[src/hw/iscr_pkg.sv]
// Constants, types and register map of the system control register bank.
// Assumes a 100 MHz unit clock and config-space accesses of whole dwords.
package iscr_pkg;

  // Configuration functions that own the registers
  localparam logic [2:0] FUNC_SYSCTL = 3'h2;
  localparam logic [2:0] FUNC_MISC = 3'h3;

  // Register offsets in config space
  localparam logic [7:0] OFS_ERROR_EVENT_MAP = 8'h80;
  localparam logic [7:0] OFS_MACHINE_CHECK_TRIGGER = 8'hC4;
  localparam logic [7:0] OFS_RESET_CONTROL = 8'hCC;
  localparam logic [7:0] OFS_SLEEP_COUNT_LOW = 8'h64;
  localparam logic [7:0] OFS_SLEEP_COUNT_HIGH = 8'h68;
  localparam logic [7:0] OFS_POWER_STATE_FLAGS = 8'hD8;
  localparam logic [7:0] OFS_THROTTLE_STATUS = 8'hF0;
  localparam logic [7:0] OFS_THROTTLE_CONTROL = 8'hF4;

  // Field positions
  localparam int SEV0_LSB = 0;
  localparam int SEV1_LSB = 4;
  localparam int MC_TRIGGER_BIT = 0;
  localparam int RESET_REQ_BIT = 10;
  localparam int RESET_MASK_BIT = 11;
  localparam int PSF_RUN_ACK_BIT = 0;
  localparam int PSF_RUN_REQ_BIT = 1;
  localparam int PSF_HUB_ACK_LSB = 8;
  localparam int PSF_REQ_SENT_LSB = 11;
  localparam int PSF_L1_BIT = 14;
  localparam int THR_EVENT_BIT = 1;
  localparam int THR_COH_EN_BIT = 2;
  localparam int THR_L0S_EN_BIT = 3;
  localparam int SLEEP_HIGH_W = 12;
  localparam int SLEEP_W = 44;

  // Event map encodings and reset values
  localparam logic [2:0] MAP_NMI = 3'h2;
  localparam logic [2:0] MAP_SMI = 3'h1;
  localparam logic [2:0] MAP_RESET = 3'h2;
  localparam logic [1:0] THR_CTRL_RESET = 2'h3;
  localparam logic [SLEEP_W-1:0] SLEEP_RESET = 44'h0;

  // Internal reset hold time
  localparam int CLK_PERIOD_NS = 10;
  localparam int INT_RESET_TIME_NS = 160;
  localparam int INT_RESET_CYCLES_I = (INT_RESET_TIME_NS + CLK_PERIOD_NS - 1) / CLK_PERIOD_NS;
  localparam logic [11:0] INT_RESET_CYCLES = 12'(INT_RESET_CYCLES_I);

  typedef enum logic [1:0] {
    RST_IDLE = 2'b00,
    RST_WAIT_CPL = 2'b01,
    RST_HOLD = 2'b10
  } iscr_rst_state_e;

  // One config access, held until acknowledged
  typedef struct packed {
    logic valid;
    logic write;
    logic [2:0] func;
    logic [7:0] addr;
    logic [31:0] wdata;
  } iscr_cfg_req_s;

  // Power management message events, one-cycle pulses
  typedef struct packed {
    logic l1_entered;
    logic [2:0] req_sent;
    logic [2:0] hub_ack;
    logic run_req_seen;
    logic run_ack_seen;
  } iscr_pwr_evt_s;

endpackage : iscr_pkg

[src/hw/iscr_regs.sv]
// System control and status register bank of the integrated I/O unit.
// Assumes synchronous inputs, rst as power-good reset and a separate hard reset pin.
// Function
// - Severity-0 map bits 2:0: 010 NMI, 001 SMI, 000 nothing; sticky, default 010.
// - Machine-check trigger bit 0 rising from 0 to 1 dispatches a machine-check request.
// - Trigger bit clears itself once the coherent link reports the dispatch.
// - Resets from reset control writes wait until the config write has completed.
// - Mask bit 11 clear: follow hard reset input; set: ignore hard reset input.
// - Writing 1 to bit 10 asserts internal reset; bit clears when timer expires.
// - Sleep counter zeroes on sleep entry, then counts each asleep clock.
// - Low sleep count register reads counter bits 31:0.
// - High sleep count register reads counter bits 43:32 in 11:0, rest zero.
// - Flag bit 14 sets when the coherent link enters L1.
// - Flag bits 13, 12, 11 set on sent C7, C6, C3 requests.
// - Flag bits 10, 9, 8 set when hub acknowledges C7, C6, C3.
// - Flag bit 1 sets on run-state request, clears on next C3/C6/C7 request.
// - Flag bit 0 sets when hub returns the run-state acknowledge.
// - Throttle status bit 1 sets on high temperature; sticky, write 1 clears.
// - Control bit 3, default 1, forces PCIe transmit links to L0s while throttling.
// - Control bit 2, default 1, throttles the coherent link while throttling.
`timescale 1ns/1ps
`default_nettype none

module iscr_regs (
  // Clock and power-good reset
  input wire logic clk,
  input wire logic rst,
  // Hard reset pin, active low
  input wire logic hard_reset_in_n,
  // Configuration access
  input wire iscr_pkg::iscr_cfg_req_s cfg_req,
  output logic cfg_ack,
  output logic [31:0] cfg_rdata,
  // Error severities and system events
  input wire logic sev0_error,
  input wire logic sev1_error,
  output logic nmi_event,
  output logic smi_event,
  // Machine-check path
  input wire logic mc_dispatched,
  output logic mc_request,
  // Unit reset
  output logic unit_reset,
  // Sleep and power messages
  input wire logic sleep_active,
  input wire iscr_pkg::iscr_pwr_evt_s pwr_evt,
  // Thermal throttling
  input wire logic thermal_event,
  output logic pcie_force_l0s,
  output logic coherent_throttle
);
  import iscr_pkg::*;

  // Sticky state, cleared only by rst
  logic [2:0] sev0_map_reg;
  logic [2:0] sev1_map_reg;
  logic mc_trigger_reg;
  logic [SLEEP_W-1:0] sleep_cnt_reg;
  logic sleep_prev_reg;
  logic [15:0] psf_reg;
  logic thr_event_reg;
  // Non-sticky state, also cleared by hard reset
  logic reset_mask_reg;
  logic reset_req_reg;
  logic [1:0] thr_ctrl_reg;
  iscr_rst_state_e rst_state_reg;
  logic [11:0] rst_cnt_reg;
  // Outputs from flops
  logic cfg_ack_reg;
  logic [31:0] cfg_rdata_reg;
  logic nmi_reg;
  logic smi_reg;
  logic unit_reset_reg;
  logic l0s_reg;
  logic coh_thr_reg;

  // Access decode
  // The ack cycle blocks a second take of a request that is still held,
  // so a requester must drop valid for one cycle between accesses
  wire take = cfg_req.valid & ~cfg_ack_reg;
  wire wr = take & cfg_req.write;
  wire f2 = cfg_req.func == FUNC_SYSCTL;
  wire f3 = cfg_req.func == FUNC_MISC;
  wire hit_map = f2 && cfg_req.addr == OFS_ERROR_EVENT_MAP;
  wire hit_mc = f2 && cfg_req.addr == OFS_MACHINE_CHECK_TRIGGER;
  wire hit_rc = f2 && cfg_req.addr == OFS_RESET_CONTROL;
  wire hit_slo = f3 && cfg_req.addr == OFS_SLEEP_COUNT_LOW;
  wire hit_shi = f3 && cfg_req.addr == OFS_SLEEP_COUNT_HIGH;
  wire hit_psf = f3 && cfg_req.addr == OFS_POWER_STATE_FLAGS;
  wire hit_tst = f3 && cfg_req.addr == OFS_THROTTLE_STATUS;
  wire hit_tct = f3 && cfg_req.addr == OFS_THROTTLE_CONTROL;
  wire wr_map = wr & hit_map;
  wire wr_mc = wr & hit_mc;
  wire wr_rc = wr & hit_rc;
  wire wr_tst = wr & hit_tst;
  wire wr_tct = wr & hit_tct;

  // Hard reset only acts while not masked
  wire hard_rst = ~hard_reset_in_n & ~reset_mask_reg;

  // Event map
  wire nmi_next = (sev0_error & (sev0_map_reg == MAP_NMI))
    | (sev1_error & (sev1_map_reg == MAP_NMI));
  wire smi_next = (sev0_error & (sev0_map_reg == MAP_SMI))
    | (sev1_error & (sev1_map_reg == MAP_SMI));

  // Machine check: a write of 1 over 0 is the rising edge that requests.
  // A dispatch in the same cycle as a new rising write does not cancel it.
  wire mc_rise = wr_mc & cfg_req.wdata[MC_TRIGGER_BIT] & ~mc_trigger_reg;
  wire mc_next = mc_rise ? 1'b1
    : (mc_dispatched & mc_trigger_reg) ? 1'b0
    : wr_mc ? cfg_req.wdata[MC_TRIGGER_BIT]
    : mc_trigger_reg;

  // Sleep counter
  wire sleep_entry = sleep_active & ~sleep_prev_reg;
  wire [SLEEP_W-1:0] sleep_next = sleep_entry ? SLEEP_RESET
    : sleep_active ? sleep_cnt_reg + 44'h1
    : sleep_cnt_reg;

  // Power state flags
  // Bits are driven one by one, so this is a net rather than a variable
  wire [15:0] psf_set;
  logic [15:0] psf_clr;
  genvar gi;
  generate
    for (gi = 0; gi < 3; gi++)
    begin : g_cstate
      assign psf_set[PSF_REQ_SENT_LSB+gi] = pwr_evt.req_sent[gi];
      assign psf_set[PSF_HUB_ACK_LSB+gi] = pwr_evt.hub_ack[gi];
    end
  endgenerate
  assign psf_set[PSF_L1_BIT] = pwr_evt.l1_entered;
  assign psf_set[PSF_RUN_REQ_BIT] = pwr_evt.run_req_seen;
  assign psf_set[PSF_RUN_ACK_BIT] = pwr_evt.run_ack_seen;
  assign psf_set[15] = 1'b0;
  assign psf_set[7:2] = 6'h0;
  always_comb
  begin
    psf_clr = 16'h0;
    psf_clr[PSF_RUN_REQ_BIT] = |pwr_evt.req_sent;
  end
  // Set wins over clear
  wire [15:0] psf_next = (psf_reg & ~psf_clr) | psf_set;

  // Throttling: sticky event, write-1 clear loses to a new event
  wire thr_clr = wr_tst & cfg_req.wdata[THR_EVENT_BIT];
  wire thr_next = thermal_event | (thr_event_reg & ~thr_clr);

  // Internal reset sequencer
  wire req_written = wr_rc & cfg_req.wdata[RESET_REQ_BIT];
  iscr_rst_state_e rst_state_next;
  logic [11:0] rst_cnt_next;
  logic req_done;
  always_comb
  begin
    rst_state_next = rst_state_reg;
    rst_cnt_next = rst_cnt_reg;
    req_done = 1'b0;
    case (rst_state_reg)
      RST_IDLE:
      begin
        if (req_written)
          rst_state_next = RST_WAIT_CPL;
      end
      RST_WAIT_CPL:
      begin
        // The requester drops valid once it has seen the ack
        if (~cfg_req.valid)
        begin
          rst_state_next = RST_HOLD;
          rst_cnt_next = INT_RESET_CYCLES;
        end
      end
      RST_HOLD:
      begin
        if (rst_cnt_reg <= 12'h1)
        begin
          // A new request in the last hold cycle starts over instead of being lost
          if (req_written)
            rst_state_next = RST_WAIT_CPL;
          else
          begin
            rst_state_next = RST_IDLE;
            req_done = 1'b1;
          end
        end
        else
          rst_cnt_next = rst_cnt_reg - 12'h1;
      end
      default:
        rst_state_next = RST_IDLE;
    endcase
  end

  wire rc_req_next = req_done ? 1'b0
    : req_written ? 1'b1
    : reset_req_reg;
  wire rc_mask_next = wr_rc ? cfg_req.wdata[RESET_MASK_BIT] : reset_mask_reg;
  wire [1:0] tct_next = wr_tct ? cfg_req.wdata[THR_L0S_EN_BIT:THR_COH_EN_BIT]
    : thr_ctrl_reg;
  wire unit_reset_next = (rst_state_next == RST_HOLD) | hard_rst;

  // Read data
  logic [31:0] rd;
  always_comb
  begin
    rd = 32'h0;
    if (hit_map)
    begin
      rd[SEV0_LSB+:3] = sev0_map_reg;
      rd[SEV1_LSB+:3] = sev1_map_reg;
    end
    else if (hit_mc)
      rd[MC_TRIGGER_BIT] = mc_trigger_reg;
    else if (hit_rc)
    begin
      rd[RESET_MASK_BIT] = reset_mask_reg;
      rd[RESET_REQ_BIT] = reset_req_reg;
    end
    else if (hit_slo)
      rd = sleep_cnt_reg[31:0];
    else if (hit_shi)
      rd[SLEEP_HIGH_W-1:0] = sleep_cnt_reg[SLEEP_W-1:32];
    else if (hit_psf)
      rd[15:0] = psf_reg;
    else if (hit_tst)
      rd[THR_EVENT_BIT] = thr_event_reg;
    else if (hit_tct)
      rd[THR_L0S_EN_BIT:THR_COH_EN_BIT] = thr_ctrl_reg;
  end

  // Sticky flops see only power-good reset
  always_ff @(posedge clk or posedge rst)
  begin
    if (rst)
    begin
      sev0_map_reg <= MAP_RESET;
      sev1_map_reg <= MAP_RESET;
      mc_trigger_reg <= 1'b0;
      sleep_cnt_reg <= SLEEP_RESET;
      sleep_prev_reg <= 1'b0;
      psf_reg <= 16'h0;
      thr_event_reg <= 1'b0;
    end
    else
    begin
      if (wr_map)
      begin
        sev0_map_reg <= cfg_req.wdata[SEV0_LSB+:3];
        sev1_map_reg <= cfg_req.wdata[SEV1_LSB+:3];
      end
      mc_trigger_reg <= mc_next;
      sleep_cnt_reg <= sleep_next;
      sleep_prev_reg <= sleep_active;
      psf_reg <= psf_next;
      thr_event_reg <= thr_next;
    end
  end

  // Non-sticky control returns to defaults on an unmasked hard reset
  always_ff @(posedge clk or posedge rst)
  begin
    if (rst)
    begin
      reset_mask_reg <= 1'b0;
      reset_req_reg <= 1'b0;
      thr_ctrl_reg <= THR_CTRL_RESET;
      rst_state_reg <= RST_IDLE;
      rst_cnt_reg <= 12'h0;
    end
    else if (hard_rst)
    begin
      reset_mask_reg <= 1'b0;
      reset_req_reg <= 1'b0;
      thr_ctrl_reg <= THR_CTRL_RESET;
      rst_state_reg <= RST_IDLE;
      rst_cnt_reg <= 12'h0;
    end
    else
    begin
      reset_mask_reg <= rc_mask_next;
      reset_req_reg <= rc_req_next;
      thr_ctrl_reg <= tct_next;
      rst_state_reg <= rst_state_next;
      rst_cnt_reg <= rst_cnt_next;
    end
  end

  // Output flops
  always_ff @(posedge clk or posedge rst)
  begin
    if (rst)
    begin
      cfg_ack_reg <= 1'b0;
      cfg_rdata_reg <= 32'h0;
      nmi_reg <= 1'b0;
      smi_reg <= 1'b0;
      unit_reset_reg <= 1'b0;
      l0s_reg <= 1'b0;
      coh_thr_reg <= 1'b0;
    end
    else
    begin
      cfg_ack_reg <= take;
      if (take)
        cfg_rdata_reg <= rd;
      nmi_reg <= nmi_next;
      smi_reg <= smi_next;
      unit_reset_reg <= unit_reset_next;
      l0s_reg <= thermal_event & thr_ctrl_reg[1];
      coh_thr_reg <= thermal_event & thr_ctrl_reg[0];
    end
  end

  assign cfg_ack = cfg_ack_reg;
  assign cfg_rdata = cfg_rdata_reg;
  assign nmi_event = nmi_reg;
  assign smi_event = smi_reg;
  assign mc_request = mc_trigger_reg;
  assign unit_reset = unit_reset_reg;
  assign pcie_force_l0s = l0s_reg;
  assign coherent_throttle = coh_thr_reg;

endmodule : iscr_regs

`default_nettype wire

[config.mk]
export PLATFORM = sky130hd
export DESIGN_NAME = iscr_regs
export DESIGN_NICKNAME = d
export VERILOG_FILES = /design/src/hw/iscr_pkg.sv /design/src/hw/iscr_regs.sv
export SDC_FILE = /design/constraint.sdc
export NUM_CORES = 1
export LEC_CHECK = 0
export ABC_AREA = 0
export ABC_CLOCK_PERIOD_IN_PS = 3100
export BUFFER_PORTS_ARGS = -buffer_cell sky130_fd_sc_hd__buf_2
export CAP_MARGIN = 5
export CORE_UTILIZATION = 51
export CTS_CLUSTER_SIZE = 14
export DETAILED_ROUTE_END_ITERATION = 7
export PLACE_DENSITY = 0.83
export REMOVE_ABC_BUFFERS = 1
export SYNTH_ARGS = -nofsm -noshare
export SYNTH_HDL_FRONTEND = slang
export SYNTH_SLANG_ARGS = --single-unit
[constraint.sdc]
create_clock -name clk -period 3.1 [get_ports clk]
set_input_delay 0.155 -clock clk [delete_from_list [all_inputs] [get_ports clk]]
set_output_delay 0.155 -clock clk [all_outputs]
set_load 0.02 [all_outputs]
==> results of run 1 <==
## logic make-up after synthesis
family / Yosys count / share of synthesized area [%]
and+or+nand+nor: 298 / 26.6
adders and majority gates: 3 / 0.656
DFF: 118 / 51.7
buffers and inverters: 44 / 3.15
xor gates and xnor gates: 26 / 3.98
AOI/OAI and AO/OA: 108 / 11.6
muxes: 12 / 2.25
## cells in the final DEF, fill, tap and decap left out, drive strengths merged, types with 4 or more instances in the layout
| cell | count |
|---|---|
| xnor2 | 23 |
| clkinv | 6 |
| or4 | 8 |
| nor2 | 44 |
| mux2 | 7 |
| buf | 87 |
| nor2b | 5 |
| a31oi | 6 |
| a22oi | 11 |
| nor4 | 16 |
| dfrtp | 114 |
| nand3 | 43 |
| and3 | 5 |
| clkbuf | 18 |
| nand2 | 88 |
| a21oi | 32 |
| nand4 | 12 |
| or2 | 13 |
| dlygate4sd3 | 33 |
| o31ai | 5 |
| inv | 18 |
| nand2b | 9 |
| nor3 | 18 |
| nand4b | 4 |
| mux2i | 5 |
| and4 | 4 |
| clkinvlp | 7 |
| dfstp | 4 |
| or3 | 20 |
| o21ai | 33 |
## cell usage after synthesis, types with 3 or more instances
cell type / instances
a21oi_1: 32
and2_1: 3
inv_1: 17
xor2_1: 3
nor3_1: 18
nand4b_1: 4
a22oi_1: 11
clkbuf_1: 23
dfrtp_1: 114
ha_1: 3
mux2_2: 7
or2_2: 13
nor2b_1: 5
or3_2: 3
nand2b_1: 9
and4_1: 3
nand2_1: 88
o31ai_1: 5
or4_1: 6
or3_1: 17
a22o_1: 3
o21ai_0: 33
nor2_1: 44
nand4_1: 11
xnor2_1: 23
and3_1: 5
nand3_1: 43
nor4_1: 16
a31oi_1: 6
mux2i_1: 5
dfstp_2: 4
## power by group through the flow
stage	Clock (mW)	Combinational [mW]	Sequential, mW
floorplan	0	0.0857	1.62
global placement	0	0.188	1.61
detailed placement	0	0.193	1.61
CTS	1.82	0.220	1.58
global route	1.90	0.247	1.58
finish	1.82	0.226	1.58
## through the flow
stage	std cells	setup TNS (ns)
finish	875	0
global route	875	0
CTS	875	0
detailed placement	810	0
global placement	810	0
floorplan	583	-40.82
## worst paths after layout
kind / from / end / slack [ns] / cells past startpoint
setup / recovery: cfg_ack / thr_ctrl_reg[0] / 0.43 / 8
hold / removal: cfg_req[10] / reset_req_reg / 0.07 / 4
setup reg to reg: cfg_ack / thr_ctrl_reg[0] / 0.43 / 8
hold reg to reg: cfg_rdata[16] / cfg_rdata[16] / 0.46 / 2
max in group asynchronous: rst / sev0_map_reg[1] / 2.03 / 4
min in group asynchronous: rst / cfg_rdata[12] / 0.24 / 3
## timing repair
item / in CTS / in global routing
hold buffers: 33 / 0
endpoints found under the setup margin: 0 / 0
hold endpoints to repair: 73 / 0
## routing by layer
| metal | routed length [um] | track usage [%] |
|---|---|---|
| met2 | 7770 | 48.5 |
| met1 | 6200 | 35.3 |
| met4 | 590 | 15.9 |
| met3 | 1120 | 6.84 |
| met5 | 0 | 0 |
## critical path: cells and delay by family, from the launching register on
| family | cells | cell delay (ns) |
|---|---|---|
| muxes | 1 | 0.34 |
| buffers and inverters | 3 | 0.99 |
| and+or+nand+nor | 4 | 0.89 |
| DFF | 1 | 0.38 |
## area by class of cell
type	count	area, sq um
Clock buffer	18	418
Sequential cell	118	2960
Inverter	18	70.1
Clock inverter	14	131
Multi-Input combinational cell	447	2600
Tap cell	140	175
Fill cell	781	3730
Timing Repair Buffer	120	803
==> out/results.tsv, run 1 <==
stage	metric	value	unit
cts	Sinks on Clock Net	118	
worst_setup_path	classification of the worst setup path	reg2reg	
worst_setup_path	Slowest cell on crit path	dlygate4sd3_1	
timing	final hold violation count	0	
cts	Clock Root Buffer	clkbuf_8	
global_routing	global-route wire length before repair	26000	um
finish	Design Area, Final	7150	sq um
job	number of maximum-capacitance violations	0	
place	Final HPWL DP	9560	um
drt	DR vias/cell	6.11	
cts	Worst-Skew Late Latency	0.54	ns
worst_setup_path	type of origin of the critical path	flip-flop	
worst_setup_path	critical path arrival	3.13	ns
yosys	number of warnings printed during yosys synthesis	0	
pwr	relative contribution of the clock network to total power	50.1	%
yosys	FF+latch count, synth	118	
finish	flip-flop count of the largest register, all copies and words added	44	
floorplanning	initial core utilization	52.5	%
timing	Tmin final	2.67	ns
worst_setup_path	Crit. End Element	flip-flop	
pwr	worst IR drop on VDD	0.409	mV
worst_setup_path	WP data required	3.56	ns
cts	CTS tree	done	
drt	# DRC	0	
worst_setup_path	worst stage delay on the critical path	0.56	ns
cts	post-cts sizing count	0	
timing	highest attainable clock frequency	375	MHz
drt	number of optimization iterations in the first detailed-route pass	6	
global_routing	largest net degree at the start of global routing	75	
pwr	Logic pwr share	6.2	%
worst_setup_path	largest fanout of any net on the critical path	32	
finish	area growth from synthesis to final layout	25.0	%
global_routing	antenna violations before repair	0	
timing	endpoints failing setup	0	
place	count of input and output buffers	77	
yosys	post-synthesis async set-or-reset flop share	100	%
cts	total CTS buffers	17	
pwr	net switching power	0.920	mW
floorplanning	horizontal die dimension	108	um
drt	DRT antenna net count	0	
hold_path	worst min-delay path class	in2reg	
finish	number of nets in the final layout	787	
place	pre-CTS WS	0.607	ns
floorplanning	Site Rows	38	
yosys	top area cells in the synthesized netlist	dfrtp_1 (50%), nand2_1 (5.8%), nand3_1 (3.8%)	
yosys	cell count after synthesis	609	
pwr	switching portion of total power	25.4	%
status	result of the run	finished, final reports clean	
cts	Worst-path clk slew	0.06	ns
timing	transition time at the pin with the least slew margin	1.11	ns
finish	ratio of cells with drive above 1 in the final layout	21.4	%
worst_setup_path	most used cell along the critical path	nand2_1	
timing	clock tree skew after final layout	0.00976	ns
place	final weighted congestion of routability-driven global placement	0.916	
yosys	most area-hungry cell type in the Yosys netlist	dfrtp_1	
timing	unrepaired setup endpoints after global routing	false	
timing	number of max-slew violations in the final report	0	
pwr	P_int	2.71	mW
yosys	Unique masters post-synth	55	
cts	largest buffer count on any clock path	2	
global_routing	vias in the first global route	5336	
yosys	number of enable flip-flop cells after synthesis	0	
yosys	Seq/Total Area, Yosys	51.7	%
floorplanning	core area	10900	sq um
yosys	Mapped Avg Cell Area	9.39	sq um
drt	vias	5349	
yosys	prevailing post-synth register cell	dfrtp_1	
timing	worst rel slew slack	25.3	%
finish	Layout Utilization	65.7	%
timing	Final Cycle Share	86.1	%
cts	Setup Buffers After CTS	0	
global_routing	all-layer global routing usage	29.3	%
drt	first-iteration detailed-routing DRC count	549	
floorplanning	die footprint	11600	sq um
floorplanning	count of pins on the block boundary	101	
global_routing	GRT Residual Overflow	0	
place	placed instance area	6270	sq um
yosys	share of the synthesized area in the top cell type	49.9	%
drt	average detailed-routed wire length per instance	17.9	um
pwr	leakage power total	3.13	nW
cts	# H-tree levels	4	
yosys	netlist area before placement	5720	sq um
floorplanning	Die Span Y	108	um
finish	ant diodes	0	
pwr	sequential share of power	43.6	%
timing	worst hold slack across all endpoints	0.0738	ns
drt	Total Wirelength	15700	um
worst_setup_path	Critical Path, Cell by Cell	nand2b_1 -> buf_4 -> clkinv_1 -> nand2_1 -> nor3_1 -> mux2i_1 -> nand2_1 -> dlygate4sd3_1	
pwr	total power consumption of the routed design	3.63	mW
pwr	power density cells	507	nW/um^2
timing	worst setup margin	0.432	ns
Power figures use the tool's default switching activity.
==> run 2: changes to the inputs <==
- CORE_UTILIZATION: 51 -> 52
- CTS_BUF_LIST: not set -> sky130_fd_sc_hd__clkbuf_4
- PLACE_DENSITY: 0.83 -> not set
- PLACE_DENSITY_LB_ADDON: not set -> 0.2
==> run 2 against run 1 <==
Net effect: register-to-register slack better by 0.14 ns; sequential power is essentially flat; fmax grew 5.5%; routed wire length decreased by 8.9%; sequential share of layout area is 1.4 points higher; final area is 3.3% lower; combinational power is 3% lower; via count down 4.3%; setup slack improved by 0.14 ns; power decreased by 16%; worst hold slack got worse by 0.0058 ns; core utilization is 0.16 points higher; largest power group is now registers.
==> out/results.tsv, run 2 (same netlist as run 1, synthesis figures left out) <==
stage	metric	value	unit	change
cts	# H-tree levels	4		unchanged
cts	Setup Buffers After CTS	0		unchanged
pwr	total power consumption of the routed design	3.06	mW	-16%
place	Final HPWL DP	9630	um	+0.69%
finish	ratio of cells with drive above 1 in the final layout	21.5	%	+0.17 points
timing	unrepaired setup endpoints after global routing	false		
timing	clock tree skew after final layout	0.0146	ns	+0.00487 ns
drt	DR vias/cell	5.88		-3.7%
worst_setup_path	reg2reg end	sleep_cnt_reg[41]		
global_routing	all-layer global routing usage	26.7	%	-2.5 points
finish	Layout Utilization	65.9	%	+0.16 points
cts	CTS tree	done		
place	count of input and output buffers	77		unchanged
worst_setup_path	source of the worst register-to-register timing path	sleep_cnt_reg[15]		
worst_setup_path	classification of the worst setup path	reg2reg		
cts	total CTS buffers	17		unchanged
worst_setup_path	WP data required	3.56	ns	about the same
finish	number of nets in the final layout	786		-0.13%
timing	worst setup margin	0.572	ns	+0.140 ns
worst_setup_path	worst stage delay on the critical path	0.63	ns	+0.07 ns
finish	ant diodes	0		unchanged
floorplanning	die footprint	11400	sq um	-1.9%
finish	Design Area, Final	6920	sq um	-3.3%
global_routing	global-route wire length before repair	23800	um	-8.6%
pwr	power density cells	442	nW/um^2	-13%
worst_setup_path	top cell family by delay on the critical path	simple AND/OR/NAND/NOR gates		
timing	Final Cycle Share	81.6	%	-4.5 points
floorplanning	core area	10500	sq um	-3.5%
timing	final total negative setup slack	0	ns	unchanged
global_routing	largest net degree at the start of global routing	62		-17%
drt	Total Wirelength	14300	um	-8.9%
place	pre-CTS WS	0.619	ns	+0.0120 ns
status	result of the run	finished, final reports clean		
hold_path	Worst Hold Endpoint	reset_req_reg		
cts	Worst-Skew Late Latency	0.53	ns	about the same
worst_setup_path	most used cell along the critical path	or4_4		
floorplanning	Die Span Y	107	um	-0.95%
timing	final hold violation count	0		unchanged
timing	endpoints failing setup	0		unchanged
pwr	leakage power total	3.05	nW	-2.6%
cts	Clock Root Buffer	clkbuf_4		
hold_path	hold depth	4		unchanged
worst_setup_path	Crit. End Element	flip-flop		
drt	number of optimization iterations in the first detailed-route pass	5		-1
drt	# DRC	0		unchanged
cts	largest buffer count on any clock path	2		unchanged
worst_setup_path	largest fanout of any net on the critical path	11		-66%
worst_setup_path	Reg2Reg Setup Slack	0.57	ns	+0.14 ns
finish	most common cell after layout, fill and taps aside	dfrtp_1		
finish	top library cells by usage in the layout, fill and taps aside	dfrtp_1 (114), nand2_1 (88), buf_2 (77), nor2_1 (43), nand3_1 (43)		
finish	area growth from synthesis to final layout	21.0	%	
worst_setup_path	logic depth of the worst register-to-register path	5		-3
timing	Tmin final	2.53	ns	-0.140 ns
worst_setup_path	critical path arrival	2.99	ns	-0.14 ns
place	placed instance area	6270	sq um	about the same
floorplanning	count of pins on the block boundary	101		unchanged
worst_setup_path	Critical Path, Cell by Cell	nand4_2 -> or4_4 -> or4_4 -> or4_1 -> a21oi_1		
drt	vias	5119		-4.3%
job	number of maximum-capacitance violations	0		unchanged
hold_path	worst min-delay path class	in2reg		
pwr	worst IR drop on VDD	0.272	mV	-33%
global_routing	antenna violations before repair	0		unchanged
floorplanning	initial core utilization	54.4	%	+1.9 points
drt	average detailed-routed wire length per instance	16.4	um	-8.4%
floorplanning	Site Rows	37		-2.6%
cts	Sinks on Clock Net	118		unchanged
cts	Worst-path clk slew	0.12	ns	+0.06 ns
floorplanning	horizontal die dimension	107	um	-0.95%
timing	number of max-slew violations in the final report	0		unchanged
global_routing	vias in the first global route	4992		-6.4%
finish	flip-flop count of the largest register, all copies and words added	44		unchanged
timing	highest attainable clock frequency	396	MHz	+5.5%
worst_setup_path	count of buffering cells on the critical path with inverters included	0		-3
place	final weighted congestion of routability-driven global placement	0.914		-0.23%
hold_path	hold_sp	cfg_req[10]		
timing	worst rel slew slack	28.0	%	+2.7 points
worst_setup_path	Slowest cell on crit path	or4_4		
drt	DRT antenna net count	0		unchanged
drt	first-iteration detailed-routing DRC count	318		-42%
global_routing	GRT Residual Overflow	0		unchanged
worst_setup_path	type of origin of the critical path	flip-flop		
timing	transition time at the pin with the least slew margin	1.07	ns	-0.0394 ns
## run 2: power breakdown
part	leakage, nW	switching (mW)	internal, mW
Combinational	1.32	0.140	0.0792
Sequential	1.56	0.0198	1.56
Clock	0.164	0.618	0.643
Total	3.05	0.778	2.28
## run 2: how the worst max path moves through the flow
| stage | cells past startpoint | from | slack, ns | endpoint |
|---|---|---|---|---|
| 2_1_floorplan | 4 | cfg_req[42] | -0.93 | cfg_rdata[3] |
| 5_1_grt | 5 | sleep_cnt_reg[16] | 0.47 | sleep_cnt_reg[41] |
| 4_1_cts | 5 | sleep_cnt_reg[15] | 0.58 | sleep_cnt_reg[41] |
| 3_3_place_gp | 5 | sleep_cnt_reg[15] | 0.64 | sleep_cnt_reg[41] |
| 3_5_place_dp | 5 | sleep_cnt_reg[15] | 0.62 | sleep_cnt_reg[41] |
| 6_report | 5 | sleep_cnt_reg[15] | 0.57 | sleep_cnt_reg[41] |
## run 2: what timing repair did
item	4_1_cts	5_1_grt
hold buffers	32	0
resized for setup	0	0
setup endpoints to repair	0	0
endpoints found under the hold margin	85	0
## run 2: tightest hold or removal path, stage by stage
cell	delay (ns)
buf_2	0.09
nand2_1	0.05
nor4_1	0.05
a31o_2	0.21
## run 2: layout make-up
cell class                      count  area (sq um)
Fill cell                         903          3590
Sequential cell                   118          2960
Multi-Input combinational cell    447          2600
Timing Repair Buffer              119           793
Clock inverter                     15           204
Tap cell                          136           170
Clock buffer                       17           128
Inverter                           18          70.1
## run 2: through the flow
step,instances,hold WS [ns]
6_report,870,0.0680
5_1_grt,870,0.0612
4_1_cts,870,0.0339
3_5_place_dp,806,0.333
3_3_place_gp,806,0.334
2_1_floorplan,583,0.186
## run 2: metal layers
metal  up-vias  GRT usage, %  routed length, um
met5         -             0                  0
li1       2411             -                  -
met3        28          5.90                727
met1      2496          35.4               6470
met2       184          43.3               6820
met4         0          9.49                281
==> run 3: changes to the inputs <==
- ABC_CLOCK_PERIOD_IN_PS: 3100 -> 2600
- CORE_UTILIZATION: 52 -> 58
- clock period: 3.1 -> 2.6 ns (I/O delays scaled with it)
==> run 3 against run 2 <==
Net effect: sequential power is 19% higher; core utilization is 8.0 points higher; register-to-register slack worse by 0.43 ns; clock skew is 0.0044 ns higher; sequential share of layout area is 0.19 points lower; global-route usage is 2.7 points higher; fmax is 2.9% higher; non-clock buffer count is 8 higher; clock power is 13% higher; highest routed layer unchanged; final area is 0.45% higher; setup slack worse by 0.43 ns.
==> out/results.tsv, run 3 (same netlist as run 1, synthesis figures left out) <==
stage	metric	value	unit	change
timing	final hold violation count	0		unchanged
finish	non-filler instance count after layout	871		+0.11%
timing	unrepaired setup endpoints after global routing	false		
finish	Design Area, Final	6950	sq um	+0.45%
place	Placed Cells	807		+0.12%
floorplanning	Die Span Y	101	um	-5.2%
finish	top library cells by usage in the layout, fill and taps aside	dfrtp_1 (114), nand2_1 (88), buf_2 (77), nor2_1 (43), nand3_1 (43)		
worst_setup_path	Crit. End Element	flip-flop		
hold_path	worst min-delay path class	in2reg		
global_routing	global route hottest layer	met2		
worst_setup_path	source of the worst register-to-register timing path	sleep_cnt_reg[15]		
finish	most common cell after layout, fill and taps aside	dfrtp_1		
floorplanning	horizontal die dimension	101	um	-5.2%
pwr	power density cells	514	nW/um^2	+16%
worst_setup_path	WP data required	3.05	ns	-0.51 ns
global_routing	GRT Residual Overflow	0		unchanged
pwr	worst IR drop on VDD	0.363	mV	+33%
global_routing	vias in the first global route	5000		+0.16%
worst_setup_path	classification of the worst setup path	reg2reg		
floorplanning	Site Rows	35		-5.4%
drt	Total Wirelength	14100	um	-1.3%
global_routing	global-route met2 utilization	48.9	%	+5.6 points
cts	largest buffer count on any clock path	2		unchanged
place	final weighted congestion of routability-driven global placement	0.875		-4.2%
cts	Worst-path clk slew	0.10	ns	-0.02 ns
place	count of input and output buffers	77		unchanged
job	number of maximum-capacitance violations	0		unchanged
timing	number of max-slew violations in the final report	0		unchanged
cts	CTS tree	done		
finish	number of nets in the final layout	794		+1.0%
drt	average detailed-routed wire length per instance	16.2	um	-1.4%
timing	worst rel slew slack	45.5	%	+17 points
cts	# H-tree levels	4		unchanged
worst_setup_path	critical path arrival	2.91	ns	-0.08 ns
global_routing	all-layer global routing usage	29.5	%	+2.7 points
hold_path	hold_sp	cfg_req[10]		
drt	number of optimization iterations in the first detailed-route pass	5		unchanged
timing	Tmin final	2.46	ns	-0.0709 ns
timing	transition time at the pin with the least slew margin	0.812	ns	-0.259 ns
global_routing	global-route wire length before repair	23200	um	-2.4%
place	Final HPWL DP	9420	um	-2.1%
worst_setup_path	type of origin of the critical path	flip-flop		
finish	ant diodes	0		unchanged
global_routing	global-route track usage on met1	38.2	%	+2.9 points
drt	DRT antenna net count	0		unchanged
timing	clock tree skew after final layout	0.0190	ns	+0.00439 ns
timing	endpoints failing setup	0		unchanged
global_routing	largest net degree at the start of global routing	55		-11%
floorplanning	core area	9420	sq um	-10%
drt	first-iteration detailed-routing DRC count	341		+7.2%
floorplanning	die footprint	10300	sq um	-10%
finish	area growth from synthesis to final layout	21.5	%	
place	placed instance area	6330	sq um	+1.0%
drt	DR vias/cell	5.90		+0.35%
cts	Sinks on Clock Net	118		unchanged
timing	Final Cycle Share	94.5	%	+13 points
cts	total CTS buffers	17		unchanged
cts	Clock Root Buffer	clkbuf_4		
drt	# DRC	0		unchanged
finish	ratio of cells with drive above 1 in the final layout	21.4	%	-0.097 points
cts	Worst-Skew Late Latency	0.53	ns	about the same
floorplanning	initial core utilization	60.8	%	+6.3 points
worst_setup_path	reg2reg end	sleep_cnt_reg[41]		
global_routing	antenna violations before repair	0		unchanged
hold_path	hold depth	4		unchanged
finish	flip-flop count of the largest register, all copies and words added	44		unchanged
status	result of the run	finished, final reports clean		
hold_path	Worst Hold Endpoint	reset_req_reg		
pwr	total power consumption of the routed design	3.58	mW	+17%
pwr	leakage power total	3.08	nW	+1.1%
global_routing	GR met3 Demand/Resource	5.45	%	-0.44 points
worst_setup_path	largest fanout of any net on the critical path	11		unchanged
drt	vias	5143		+0.47%
timing	highest attainable clock frequency	407	MHz	+2.9%
floorplanning	count of pins on the block boundary	101		unchanged
worst_setup_path	Reg2Reg Setup Slack	0.14	ns	-0.43 ns
worst_setup_path	logic depth of the worst register-to-register path	5		unchanged
## run 3: changes by cell type in the layout (fill, tap and decap cells not counted), moves of 3 or more
cell,change
buf_4,+7
clkinv_1,+7
clkinv_4,-4
clkinvlp_4,-3
## run 3: per-layer routing
metal | part of all wire (%) | vias to the layer above
met4 | 1.6 | 0
met5 | 0 | -
met1 | 44 | 2497
met3 | 5.7 | 24
li1 | - | 2425
met2 | 49 | 197
## run 3: layout make-up
| cell class | count | area [sq um] |
|---|---|---|
| fill | 670 | 2460 |
| clock buffer | 18 | 135 |
| tap | 129 | 161 |
| sequential | 118 | 2960 |
| timing repair buffer | 127 | 866 |
| multi-input combinational | 447 | 2600 |
| clock inverter | 14 | 164 |
| inverter | 18 | 70.1 |
## run 3: critical path, cell delays in order (launching register included)
cell     delay, ns
dfrtp_1       0.48
nand4_2       0.18
or4_4         0.56
or4_4         0.57
or4_1         0.43
a21oi_1       0.16
## run 3: power by group
part           leakage [nW]  internal [mW]  switching (mW)
combinational          1.36         0.0983           0.169
clock                 0.158          0.748           0.679
sequential             1.56           1.86          0.0236
## run 3: worst max path at each step
stage,from,end,slack (ns)
2_1_floorplan,cfg_req[42],cfg_rdata[3],-1.41
3_3_place_gp,sleep_cnt_reg[15],sleep_cnt_reg[41],0.24
3_5_place_dp,sleep_cnt_reg[15],sleep_cnt_reg[41],0.18
4_1_cts,sleep_cnt_reg[15],sleep_cnt_reg[41],0.15
5_1_grt,sleep_cnt_reg[15],sleep_cnt_reg[41],0.01
6_report,sleep_cnt_reg[15],sleep_cnt_reg[41],0.14
## run 3: what timing repair did
action	in CTS	in global routing
hold endpoints to repair	79	0
hold buffers	32	0
buffers inserted	0	0
resized for setup	0	0
## run 3: stage by stage
step / setup slack [ns] / hold slack, ns / utilization (%) / TNS (ns)
2_1_floorplan: -1.41 / 0.161 / - / -111.53
3_3_place_gp: 0.236 / 0.274 / 67.3 / 0
3_5_place_dp: 0.183 / 0.280 / 67.3 / 0
4_1_cts: 0.154 / 0.0255 / 73.8 / 0
5_1_grt: 0.0125 / 0.0592 / 73.8 / 0
6_report: 0.143 / 0.0504 / 73.8 / 0
